$ cat src/rtl/dss_pkg.sv
// Constants and carrier types for the dual conversion sequencer.
// Assumes a single synchronous clock domain and an external trigger source.
package dss_pkg;
	localparam int DSS_NBITS  = 18;
	localparam int DSS_STAGES = 19;
	localparam logic [DSS_STAGES-1:0] DSS_SEQ_RST = 19'h00000;
	localparam logic [DSS_NBITS-1:0]  DSS_BITS_RST = 18'h00000;

	typedef enum logic [1:0] {
		DSS_TRACK,
		DSS_CONVERT
	} dss_state_e;

	// Per-channel switch drive: main weighting and trim switches
	typedef struct packed {
		logic [DSS_NBITS-1:0] capacitor_weighting_dac;
		logic [DSS_NBITS-1:0] trim_correction_dac;
	} dss_switch_s;
endpackage

$ cat src/rtl/dss_sequencer.sv
// Dual-channel successive approximation sequencer, logic side only.
// Assumes trigger and comparator inputs are synchronous to sys_clk_i.
// The analog switches, comparators and trim network sit outside this file;
// the switch drive outputs here only say which bits are switched in.
`timescale 1ns/10ps
module dss_sequencer
	import dss_pkg::*;
#(
	parameter int NBITS = DSS_NBITS
) (
	input  wire logic              sys_clk_i,
	input  wire logic              rstn_i,
	input  wire logic              convert_i,
	input  wire logic              cmp_left_keep_i,
	input  wire logic              cmp_right_keep_i,
	output logic                   hold_o,
	output logic                   autozero_o,
	output logic                   busy_o,
	output logic [NBITS:0]         stage_o,
	output dss_switch_s            left_switch_o,
	output dss_switch_s            right_switch_o,
	output logic                   left_serial_out_o,
	output logic                   right_serial_out_o,
	output logic                   data_valid_o
);

	// ***********************************************************
	// Trigger edge and mode state
	// ***********************************************************
	logic             conv_prev_q;
	logic             start;
	dss_state_e       state_q;
	logic [NBITS:0]   seq_q;
	logic [NBITS-1:0] left_bits_q;
	logic [NBITS-1:0] right_bits_q;
	logic [NBITS-1:0] trial_on;

	// Rising edge only; a held-high trigger never restarts
	assign start = convert_i & ~conv_prev_q & (state_q == DSS_TRACK);

	always_ff @(posedge sys_clk_i or negedge rstn_i) begin
		if (!rstn_i) begin
			conv_prev_q <= 1'b0;
		end else begin
			conv_prev_q <= convert_i;
		end
	end

	// Track until trigger, convert until last stage retires
	always_ff @(posedge sys_clk_i or negedge rstn_i) begin
		if (!rstn_i) begin
			state_q <= DSS_TRACK;
		end else begin
			unique case (state_q)
				DSS_TRACK: begin
					if (start) begin
						state_q <= DSS_CONVERT;
					end
				end
				DSS_CONVERT: begin
					if (seq_q[NBITS]) begin
						state_q <= DSS_TRACK;
					end
				end
			endcase
		end
	end

	// Hold and auto-zero shared by both channels, so sampling is co-phase
	always_ff @(posedge sys_clk_i or negedge rstn_i) begin
		if (!rstn_i) begin
			hold_o     <= 1'b0;
			autozero_o <= 1'b1;
			busy_o     <= 1'b0;
		end else if (start) begin
			hold_o     <= 1'b1;
			autozero_o <= 1'b0;
			busy_o     <= 1'b1;
		end else if (state_q == DSS_CONVERT && seq_q[NBITS]) begin
			hold_o     <= 1'b0;
			autozero_o <= 1'b1;
			busy_o     <= 1'b0;
		end
	end

	// ***********************************************************
	// One-hot bit test sequencer
	// ***********************************************************
	// Stage 0 tests the MSB; stage NBITS is the final retire stage
	always_ff @(posedge sys_clk_i or negedge rstn_i) begin
		if (!rstn_i) begin
			seq_q <= DSS_SEQ_RST;
		end else if (start) begin
			seq_q <= {{NBITS{1'b0}}, 1'b1};
		end else begin
			seq_q <= {seq_q[NBITS-1:0], 1'b0};
		end
	end

	assign stage_o = seq_q;

	// Bit k is trialled while stage k-1 is active
	// Shifted copy keeps the loop free of a negative index at k = 0
	assign trial_on = {seq_q[NBITS-2:0], 1'b0};

	// ***********************************************************
	// Decision latches, two banks in lockstep
	// ***********************************************************
	// Bit index NBITS-1 is MSB; stage k tests bit NBITS-1-k
	always_ff @(posedge sys_clk_i or negedge rstn_i) begin
		if (!rstn_i) begin
			left_bits_q  <= DSS_BITS_RST;
			right_bits_q <= DSS_BITS_RST;
		end else if (start) begin
			left_bits_q  <= DSS_BITS_RST;
			right_bits_q <= DSS_BITS_RST;
		end else begin
			for (int k = 0; k < NBITS; k++) begin
				if (seq_q[k]) begin
					left_bits_q[NBITS-1-k]  <= cmp_left_keep_i;
					right_bits_q[NBITS-1-k] <= cmp_right_keep_i;
				end
			end
		end
	end

	// Switch drive: trial bit forced on while its pulse is high, latch after
	// Registered from next-state terms so outputs come from flip-flops
	always_ff @(posedge sys_clk_i or negedge rstn_i) begin
		if (!rstn_i) begin
			left_switch_o  <= '0;
			right_switch_o <= '0;
		end else begin
			for (int k = 0; k < NBITS; k++) begin
				if (start) begin
					left_switch_o.capacitor_weighting_dac[NBITS-1-k]  <= (k == 0);
					left_switch_o.trim_correction_dac[NBITS-1-k]  <= (k == 0);
					right_switch_o.capacitor_weighting_dac[NBITS-1-k] <= (k == 0);
					right_switch_o.trim_correction_dac[NBITS-1-k] <= (k == 0);
				end else if (trial_on[k]) begin
					left_switch_o.capacitor_weighting_dac[NBITS-1-k]  <= 1'b1;
					left_switch_o.trim_correction_dac[NBITS-1-k]  <= 1'b1;
					right_switch_o.capacitor_weighting_dac[NBITS-1-k] <= 1'b1;
					right_switch_o.trim_correction_dac[NBITS-1-k] <= 1'b1;
				end else if (seq_q[k]) begin
					left_switch_o.capacitor_weighting_dac[NBITS-1-k]  <= cmp_left_keep_i;
					left_switch_o.trim_correction_dac[NBITS-1-k]  <= cmp_left_keep_i;
					right_switch_o.capacitor_weighting_dac[NBITS-1-k] <= cmp_right_keep_i;
					right_switch_o.trim_correction_dac[NBITS-1-k] <= cmp_right_keep_i;
				end
			end
		end
	end

	// ***********************************************************
	// Serial outputs
	// ***********************************************************
	// Decision appears one clock after strobe; MSB first, raw straight binary
	always_ff @(posedge sys_clk_i or negedge rstn_i) begin
		if (!rstn_i) begin
			left_serial_out_o  <= 1'b0;
			right_serial_out_o <= 1'b0;
			data_valid_o       <= 1'b0;
		end else begin
			data_valid_o       <= |seq_q[NBITS-1:0];
			left_serial_out_o  <= |(seq_q[NBITS-1:0] & {NBITS{cmp_left_keep_i}});
			right_serial_out_o <= |(seq_q[NBITS-1:0] & {NBITS{cmp_right_keep_i}});
		end
	end

	// ***********************************************************
	// Assertion helpers
	// ***********************************************************
	// Length of the current busy run, counted rather than repeated
	// Saturates so a stuck busy cannot wrap back to the expected length
	logic [4:0] busy_run_q;

	always_ff @(posedge sys_clk_i or negedge rstn_i) begin
		if (!rstn_i) begin
			busy_run_q <= 5'h00;
		end else if (!busy_o) begin
			busy_run_q <= 5'h00;
		end else if (busy_run_q != 5'h1f) begin
			busy_run_q <= busy_run_q + 5'h01;
		end
	end

	// ***********************************************************
	// Assertions
	// ***********************************************************
	// Trigger edge puts both channels into hold at once
	property p_hold_on_start;
		@(posedge sys_clk_i) disable iff (!rstn_i) start |=> hold_o && !autozero_o;
	endproperty
	a_hold_on_start: assert property (p_hold_on_start) else $error("hold not entered");

	// Auto-zero closed exactly while tracking
	property p_az_opposite;
		@(posedge sys_clk_i) disable iff (!rstn_i) autozero_o == !hold_o;
	endproperty
	a_az_opposite: assert property (p_az_opposite) else $error("autozero while holding");

	// Busy lasts one cycle per stage, MSB test through retire
	property p_conv_len;
		@(posedge sys_clk_i) disable iff (!rstn_i)
			$fell(busy_o) |-> busy_run_q == 5'(NBITS + 1);
	endproperty
	a_conv_len: assert property (p_conv_len) else $error("conversion length wrong");

	// Retire stage hands both channels back to tracking
	property p_retire;
		@(posedge sys_clk_i) disable iff (!rstn_i)
			seq_q[NBITS] |=> !hold_o && autozero_o && !busy_o;
	endproperty
	a_retire: assert property (p_retire) else $error("tracking not resumed");

	// Never more than one stage pulse
	property p_onehot;
		@(posedge sys_clk_i) disable iff (!rstn_i) $onehot0(seq_q);
	endproperty
	a_onehot: assert property (p_onehot) else $error("sequencer not one-hot");

	// Stage pulses run only while busy
	property p_seq_idle;
		@(posedge sys_clk_i) disable iff (!rstn_i) busy_o == (|seq_q);
	endproperty
	a_seq_idle: assert property (p_seq_idle) else $error("stage outside conversion");

	// Stage order: MSB test first, retire stage last
	property p_msb_first;
		@(posedge sys_clk_i) disable iff (!rstn_i) start |=> seq_q[0] ##18 seq_q[NBITS];
	endproperty
	a_msb_first: assert property (p_msb_first) else $error("stage order wrong");

	// Trigger edge while busy is ignored, no restart
	property p_refuse;
		@(posedge sys_clk_i) disable iff (!rstn_i)
			busy_o && convert_i && !conv_prev_q && !seq_q[0] |=> !seq_q[0];
	endproperty
	a_refuse: assert property (p_refuse) else $error("restarted while busy");

	// MSB decision latched in the left bank as stage 0 ends
	property p_latch_left;
		@(posedge sys_clk_i) disable iff (!rstn_i)
			seq_q[0] |=> left_bits_q[NBITS-1] == $past(cmp_left_keep_i);
	endproperty
	a_latch_left: assert property (p_latch_left) else $error("msb decision lost");

	// Right bank must not lag the left one
	property p_latch_right;
		@(posedge sys_clk_i) disable iff (!rstn_i)
			seq_q[0] |=> right_bits_q[NBITS-1] == $past(cmp_right_keep_i);
	endproperty
	a_latch_right: assert property (p_latch_right) else $error("right msb lost");

	// Trial bit switched in as the next stage begins
	property p_trial_on;
		@(posedge sys_clk_i) disable iff (!rstn_i) seq_q[0] |=> left_switch_o.capacitor_weighting_dac[NBITS-2];
	endproperty
	a_trial_on: assert property (p_trial_on) else $error("trial bit not switched in");

	// Kept or rejected MSB reaches the switch as its pulse ends
	property p_apply_left;
		@(posedge sys_clk_i) disable iff (!rstn_i)
			seq_q[0] |=> left_switch_o.capacitor_weighting_dac[NBITS-1] == $past(cmp_left_keep_i);
	endproperty
	a_apply_left: assert property (p_apply_left) else $error("msb not applied");

	// Right bank applies its decision on the same edge
	property p_apply_right;
		@(posedge sys_clk_i) disable iff (!rstn_i)
			seq_q[0] |=> right_switch_o.capacitor_weighting_dac[NBITS-1] == $past(cmp_right_keep_i);
	endproperty
	a_apply_right: assert property (p_apply_right) else $error("right msb not applied");

	// Right stream one clock behind its own comparator, with valid high
	property p_serial_delay;
		@(posedge sys_clk_i) disable iff (!rstn_i)
			(|seq_q[NBITS-1:0]) |=> right_serial_out_o == $past(cmp_right_keep_i) && data_valid_o;
	endproperty
	a_serial_delay: assert property (p_serial_delay) else $error("serial out not one clock");

	// Left stream has its own path, independent of the right
	property p_serial_left;
		@(posedge sys_clk_i) disable iff (!rstn_i)
			(|seq_q[NBITS-1:0]) |=> left_serial_out_o == $past(cmp_left_keep_i);
	endproperty
	a_serial_left: assert property (p_serial_left) else $error("left serial late");

	// Valid drops outside the bit tests, so the receiver never overcounts
	property p_valid_off;
		@(posedge sys_clk_i) disable iff (!rstn_i)
			!(|seq_q[NBITS-1:0]) |=> !data_valid_o;
	endproperty
	a_valid_off: assert property (p_valid_off) else $error("valid outside bit tests");

	// Trim switch follows its main switch
	property p_trim_follow;
		@(posedge sys_clk_i) disable iff (!rstn_i)
			left_switch_o.capacitor_weighting_dac == left_switch_o.trim_correction_dac && right_switch_o.capacitor_weighting_dac == right_switch_o.trim_correction_dac;
	endproperty
	a_trim_follow: assert property (p_trim_follow) else $error("trim switch diverged");

	// Main scenarios
	c_start: cover property (@(posedge sys_clk_i) disable iff (!rstn_i) start);
	c_done: cover property (@(posedge sys_clk_i) disable iff (!rstn_i) busy_o ##1 !busy_o);
	c_keep_msb: cover property (@(posedge sys_clk_i) disable iff (!rstn_i)
		seq_q[0] && cmp_left_keep_i);
	c_refused: cover property (@(posedge sys_clk_i) disable iff (!rstn_i)
		busy_o && convert_i && !conv_prev_q);
endmodule

$ cat config.mk
export PLATFORM = sky130hd
export DESIGN_NAME = dss_sequencer
export DESIGN_NICKNAME = d
export VERILOG_FILES = /design/src/rtl/dss_pkg.sv /design/src/rtl/dss_sequencer.sv
export SDC_FILE = /design/constraint.sdc
export NUM_CORES = 1
export LEC_CHECK = 0
export ABC_AREA = 1
export BUFFER_PORTS_ARGS = -buffer_cell sky130_fd_sc_hd__buf_2
export CORE_MARGIN = 3
export CORE_UTILIZATION = 30
export CTS_CLUSTER_SIZE = 24
export DETAILED_ROUTE_END_ITERATION = 7
export PLACE_DENSITY = 0.56
export SLEW_MARGIN = 20
export SYNTH_ARGS = -nofsm -noshare
export SYNTH_HDL_FRONTEND = slang
export SYNTH_SLANG_ARGS = --single-unit
$ cat constraint.sdc
create_clock -name sys_clk_i -period 3.2 [get_ports sys_clk_i]
set_clock_uncertainty 0.15 [all_clocks]
set_input_delay 0.32 -clock sys_clk_i [delete_from_list [all_inputs] [get_ports sys_clk_i]]
set_output_delay 0.32 -clock sys_clk_i [all_outputs]
set_load 0.01 [all_outputs]
==> results of run 1 <==
## cell type report
type	instances	area (µm²)	share of cell area, %
flip-flops and latches	62	1550	44.0
multi-input cells	201	955	27.1
repair buffers	104	533	15.1
well taps	133	166	4.72
inverters	42	158	4.47
clock buffers	14	153	4.33
clock inverters	2	10.0	0.284
## logic make-up after synthesis
| family | share of synthesized area, % |
|---|---|
| simple gates | 28.1 |
| buf+inv | 17.1 |
| compound gates | 3.48 |
| flops | 51.3 |
## stage by stage
| step | total power [W] | instance area (µm²) |
|---|---|---|
| floorplan | 0.000810 | 3020 |
| global placement | 0.000832 | 3340 |
| detailed placement | 0.000833 | 3340 |
| CTS | 0.00143 | 3530 |
| global route | 0.00147 | 3530 |
| finish | 0.00140 | 3530 |
## synth_stat cells (all sizes together)
library cell | number | area [µm²]
dfstp | 1 | 26.3
nand2 | 110 | 513
o21ai | 19 | 95.1
a21oi | 2 | 10.0
nand4 | 5 | 31.3
nand3 | 39 | 208
clkbuf | 2 | 10.0
nor2 | 26 | 97.6
dfrtp | 61 | 1530
inv | 42 | 158
buf | 45 | 349
## what timing repair did
| item | 4_1_cts | 5_1_grt |
|---|---|---|
| endpoints found under the hold margin | 27 | 0 |
| setup endpoints to repair | 0 | 0 |
| resized for setup | 0 | 0 |
| hold buffers | 2 | 0 |
## worst register-to-register path: stages, from the launching register on
cell	delay (ns)
dfrtp_1	0.38
inv_2	0.08
nand3_4	0.53
nand2_1	0.33
inv_1	0.10
nand2_1	0.07
nand3_1	0.08
## final timing paths
kind	slack, ns	to
max	1.17	right_switch_o[33]
min	0.32	autozero_o
max reg2reg	1.36	right_switch_o[33]
min reg2reg	0.32	autozero_o
max in group asynchronous	1.62	autozero_o
min in group asynchronous	0.39	right_switch_o[7]
## flip-flops by register name, summed over array words and instances (netlist names)
signal,cells
autozero_o,1
busy_o,1
conv_prev_q,1
data_valid_o,1
left_serial_out_o,1
left_switch_o,18
right_serial_out_o,1
right_switch_o,18
stage_o,19
state_q,1
## power by group
group / switching (W) / internal, W / total [W]
registers: 0.000000254 / 0.000785 / 0.000785
logic: 0.0000280 / 0.00000492 / 0.0000329
clock network: 0.000280 / 0.000301 / 0.000581
## layer usage
metal / up-vias / global-route usage, % / wire (µm)
li1: 1193 / - / -
met5: - / 0 / 0
met2: 80 / 20.0 / 3170
met3: 15 / 3.28 / 428
met1: 1110 / 17.2 / 3140
met4: 0 / 4.16 / 138
==> results by group, run 1 <==
Run status
  • Status: complete, no violations

Critical path
  • Worst setup path startpoint: convert_i
  • CP bufs+invs: 3
  • Critical Path RT: 3.26 ns
  • Worst path max stage delay: 0.54 ns
  • Worst path cell trace: dlygate4sd3_1 -> buf_2 -> nand3_4 -> nand2_1 -> inv_1 -> nand2_1 -> nand3_1
  • Startpoint Class: input port
  • Crit path depth: 7
  • Cell count of the worst reg-to-reg path: 6
  • Critical path's top delay family: simple AND/OR/NAND/NOR gates
  • Most frequent CP cell: nand2_1
  • CP Capture Type: flip-flop
  • Arrival time worst endpoint: 2.09 ns
  • FF-to-FF Start: state_q[0]
  • Cell with the largest stage delay on the worst path: nand3_4
  • Crit path max fanout: 43
  • Critical path type: input port to flip-flop

Clocking
  • Clock Latency Late Sink: 0.33 ns
  • CTS root buf: clkbuf_8
  • Clock-pin transition on the worst setup and hold timing paths: 0.06 ns
  • CTS Buf Count: 9
  • H-tree levels: 3
  • Clock tree sinks: 62
  • CTS tree: done
  • Clk buf depth: 2
  • Post-CTS Setup Inserts: 0

Synth
  • Syn_area_per_cell: 8.59 µm²
  • Netlist cell types: 19
  • Sequential fraction of the synthesis area: 51.3%
  • Yosys reg bits: 62
  • Mapped cell area: 3020 µm²
  • Synth warnings: 0
  • Syn nets: 357
  • Syn Inst Count: 352

Floorplanning
  • Die X: 106 µm
  • Row count: 36
  • Core area: 9770 µm²
  • Ports: 102
  • Starting Density: 30.9%
  • Chip height: 106 µm
  • Die Area: 11300 µm²

Pwr
  • Leakage power: 2.23 nW
  • Cell Pwr Density: 397 nW/µm²
  • Maximum vdd drop: 0.163 mV

Place
  • Buffers on Ports: 101
  • Post-Place Setup Slack: 1.37 ns
  • Placed Cells: 540
  • HPWL after DPL: 4.92 mm
  • Routability congestion estimate: 0.750

Worst hold path
  • Worst Hold Class: flip-flop to flip-flop
  • Hold path depth: 2
  • HP Start: autozero_o

Drt
  • # DRC: 0
  • Via count: 2398
  • WL per Instance: 12.3 µm
  • Overall routed net length: 6.88 mm
  • First-iteration detailed-routing DRC count: 81
  • Vias per cell: 4.30
  • Routed Antenna Nets: 0
  • DRT Pass-1 Iters: 4

Cells and area
  • Most frequent cells in the layout: buf_2 (101), nand2_1 (96), dfrtp_1 (61), nand3_1 (38), inv_1 (29)
  • Syn-to-layout area delta: 16.6%
  • Nets: 425
  • Layout cells sized above 1: 33.6%
  • Ant. Diodes: 0
  • Fin util: 36.1%
  • Layout fillers: 1026
  • Most common cell after layout, fill and taps aside: buf_2
  • Fin cells: 558

STA
  • Worst slew pin tran: 0.715 ns
  • Setup Total Neg Slack: 0 ns
  • Setup repair after global routing missed its margin: false
  • Final WS setup: 1.17 ns
  • Fmax achieved: 492 MHz
  • Final Hold Viols: 0
  • Hold Slack: 0.315 ns
  • Final Max Tran Viols: 0
  • Final min period: 2.03 ns
  • Relative slew margins: 52.3%
  • Final setup fails: 0
  • Fin crit share: 63.5%

Job
  • MaxCap Viol Count: 0

Global route
  • Largest net degree at the start of global routing: 44
  • Grt total ovfl: 0
  • Vias in the first global route: 2285
  • Total track usage: 12.7%
  • First-pass GRT wire length: 11.5 mm
  • Number of antenna violations at the first check in global routing: 0
(Power assumes the default switching activity.)
==> inputs of run 2 (changes only) <==
PLACE_DENSITY = 0.58   (was 0.56)
clock period = 1.79 ns   (was 3.2 ns; I/O delays follow)
==> run 2 against run 1 <==
  * Via count increased by 0.13%
  * Worst hold slack got worse by 0.12 ns
  * Final cell count decreased by 0.18%
  * Utilization increased by 0.40 points
  * Routed wire length increased by 0.15%
  * Clock-buffer cell count decreased by 3
  * First-iteration DRC count increased by 3.7%
  * Critical path depth increased by 1
==> results by group, run 2 (synthesized netlist as in run 1, its figures left out) <==
Pwr
  • Sequential cell fraction of total power: 56.0% (about the same)
  • Switching Share: 21.5% (-0.49 points)
  • Internal Dissipation: 0.00196 W (+80%)
  • Maximum vdd drop: 0.262 mV (+60%)
  • Clock network power share: 41.4% (about the same)
  • Combinational share of power: 2.5% (about the same)
  • Psw: 0.000539 W (+75%)
  • Cell Pwr Density: 702 nW/µm² (+77%)
  • Leakage power: 2.25 nW (+0.98%)

Critical path
  • Worst path cell trace: dlygate4sd3_1 -> buf_2 -> nand3_4 -> buf_4 -> nand2_1 -> inv_1 -> nand2_1 -> nand3_1
  • Worst path max stage delay: 0.55 ns (about the same)
  • CP Capture Type: flip-flop
  • Crit path max fanout: 19 (-56%)
  • Most frequent CP cell: nand2_1
  • Startpoint Class: input port
  • Critical Path RT: 1.90 ns (-1.36 ns)
  • Arrival time worst endpoint: 1.64 ns (-0.45 ns)
  • Critical path type: input port to flip-flop
  • Reg2Reg Setup Slack: 0.43 ns (-0.93 ns)
  • Cell with the largest stage delay on the worst path: dlygate4sd3_1

Place
  • Post-Place Setup Slack: 0.444 ns (-0.921 ns)
  • Buffers on Ports: 101 (unchanged)
  • HPWL after DPL: 4.94 mm (+0.24%)
  • Routability congestion estimate: 0.771 (+2.9%)

Drt
  • Vias per cell: 4.31 (+0.30%)
  • # DRC: 0 (unchanged)
  • First-iteration detailed-routing DRC count: 84 (+3.7%)
  • Via count: 2401 (+0.13%)
  • DRT Pass-1 Iters: 4 (unchanged)
  • WL per Instance: 12.4 µm (+0.33%)
  • Overall routed net length: 6.89 mm (+0.15%)
  • Routed Antenna Nets: 0 (unchanged)

Clocking
  • CTS Buf Count: 9 (unchanged)
  • CTS tree: done
  • Clock-pin transition on the worst setup and hold timing paths: 0.07 ns (about the same)
  • CTS root buf: clkbuf_8
  • H-tree levels: 3 (unchanged)
  • Clock Latency Late Sink: 0.33 ns (about the same)
  • Clock tree sinks: 62 (unchanged)
  • Clk buf depth: 2 (unchanged)

Cells and area
  • Most frequent cells in the layout: buf_2 (101), nand2_1 (96), dfrtp_1 (61), nand3_1 (38), inv_1 (29)
  • Most common cell after layout, fill and taps aside: buf_2
  • Area of the multi-input gates: 955 µm² (unchanged)
  • Syn-to-layout area delta: 17.9%
  • Sequential standard cell area: 1550 µm² (unchanged)
  • Ant. Diodes: 0 (unchanged)
  • Layout fillers: 1033 (+0.68%)
  • Fin util: 36.5% (+0.40 points)
  • Nets: 427 (+0.47%)
  • Layout cells sized above 1: 34.4% (+0.79 points)
  • Max reg flops: 19 (unchanged)

Floorplanning
  • Die X: 106 µm (unchanged)
  • Starting Density: 30.9% (unchanged)
  • Die Area: 11300 µm² (unchanged)
  • Row count: 36 (unchanged)
  • Core area: 9770 µm² (unchanged)
  • Ports: 102 (unchanged)
  • Chip height: 106 µm (unchanged)

Global route
  • GR Util met2: 21.1% (+1.1 points)
  • Total track usage: 12.9% (+0.15 points)
  • Largest net degree at the start of global routing: 63 (+43%)
  • GR Util met1: 16.1% (-1.0 points)
  • Met3 Use GR: 4.07% (+0.79 points)
  • Number of antenna violations at the first check in global routing: 0 (unchanged)
  • Grt total ovfl: 0 (unchanged)
  • Vias in the first global route: 2371 (+3.8%)
  • First-pass GRT wire length: 11.4 mm (-0.54%)
  • Most Crowded Layer GR: met2

STA
  • Relative slew margins: 65.3% (+13 points)
  • Setup repair after global routing missed its margin: false
  • Fin crit share: 85.6%
  • Setup Total Neg Slack: 0 ns (unchanged)
  • Final Max Tran Viols: 0 (unchanged)
  • Hold Slack: 0.193 ns (-0.123 ns)
  • Fmax achieved: 652 MHz
  • Worst slew pin tran: 0.521 ns (-0.194 ns)
  • Final setup fails: 0 (unchanged)
  • Final min period: 1.53 ns
  • Final Hold Viols: 0 (unchanged)
  • Final WS setup: 0.257 ns (-0.911 ns)

Run status
  • Status: complete, no violations

Job
  • MaxCap Viol Count: 0 (unchanged)

Worst hold path
  • Worst Hold Class: input port to flip-flop
==> run 2: cell count changes in the layout (fill, tap and decap cells not counted), sizes merged <==
cell    before  now
buf        102  104
clkbuf      14   11
==> run 2: area by class of cell <==
type                            count  area share [%]
Clock inverter                      2           0.281
Tap cell                          133            4.67
Inverter                           42            4.42
Clock buffer                       11            4.25
Sequential cell                    62            43.5
Multi-Input combinational cell    201            26.8
Timing Repair Buffer              106            16.1
==> run 2: worst max-delay path: cells and delay by family <==
kind	cells	cell delay (ns)
buffers and inverters	4	1.09
and+or+nand+nor	4	0.37
==> run 2: path summary, 6_finish.rpt <==
kind | from | depth (start not counted) | endpoint
hold reg to reg | autozero_o | 2 | autozero_o
hold / removal | cmp_right_keep_i | 3 | right_switch_o[30]
max in group asynchronous | rstn_i | 3 | autozero_o
setup / recovery | convert_i | 8 | right_switch_o[5]
min in group asynchronous | rstn_i | 3 | right_switch_o[7]
setup reg to reg | state_q[0] | 7 | right_switch_o[5]
==> run 2: timing repair <==
action                                  in CTS  in global routing
hold endpoints to repair                    63                  0
endpoints found under the setup margin       0                  0
resized for setup                            0                  0
hold buffers                                 2                  0
buffers inserted                             0                  0
==> run 2: per-layer routing <==
layer	vias up	share of wire (%)
met4	0	1.1
met2	84	47
met3	7	6.8
met5	-	0
li1	1193	-
met1	1117	45
==> run 2: power by group through the flow <==
stage,Sequential [W],Combinational (W),Clock [W]
5_1_grt,0.00140,0.0000723,0.00114
2_1_floorplan,0.00143,0.0000186,0
4_1_cts,0.00140,0.0000661,0.00108
3_5_place_dp,0.00143,0.0000625,0
6_report,0.00140,0.0000627,0.00104
3_3_place_gp,0.00143,0.0000622,0
==> run 2: metrics by stage <==
stage	power (W)	area, µm²	std cells
after floorplan	0.00145	3020	352
after global placement	0.00149	3380	542
after detailed placement	0.00149	3380	542
after CTS	0.00255	3570	557
after global routing	0.00262	3570	557
final	0.00250	3570	557
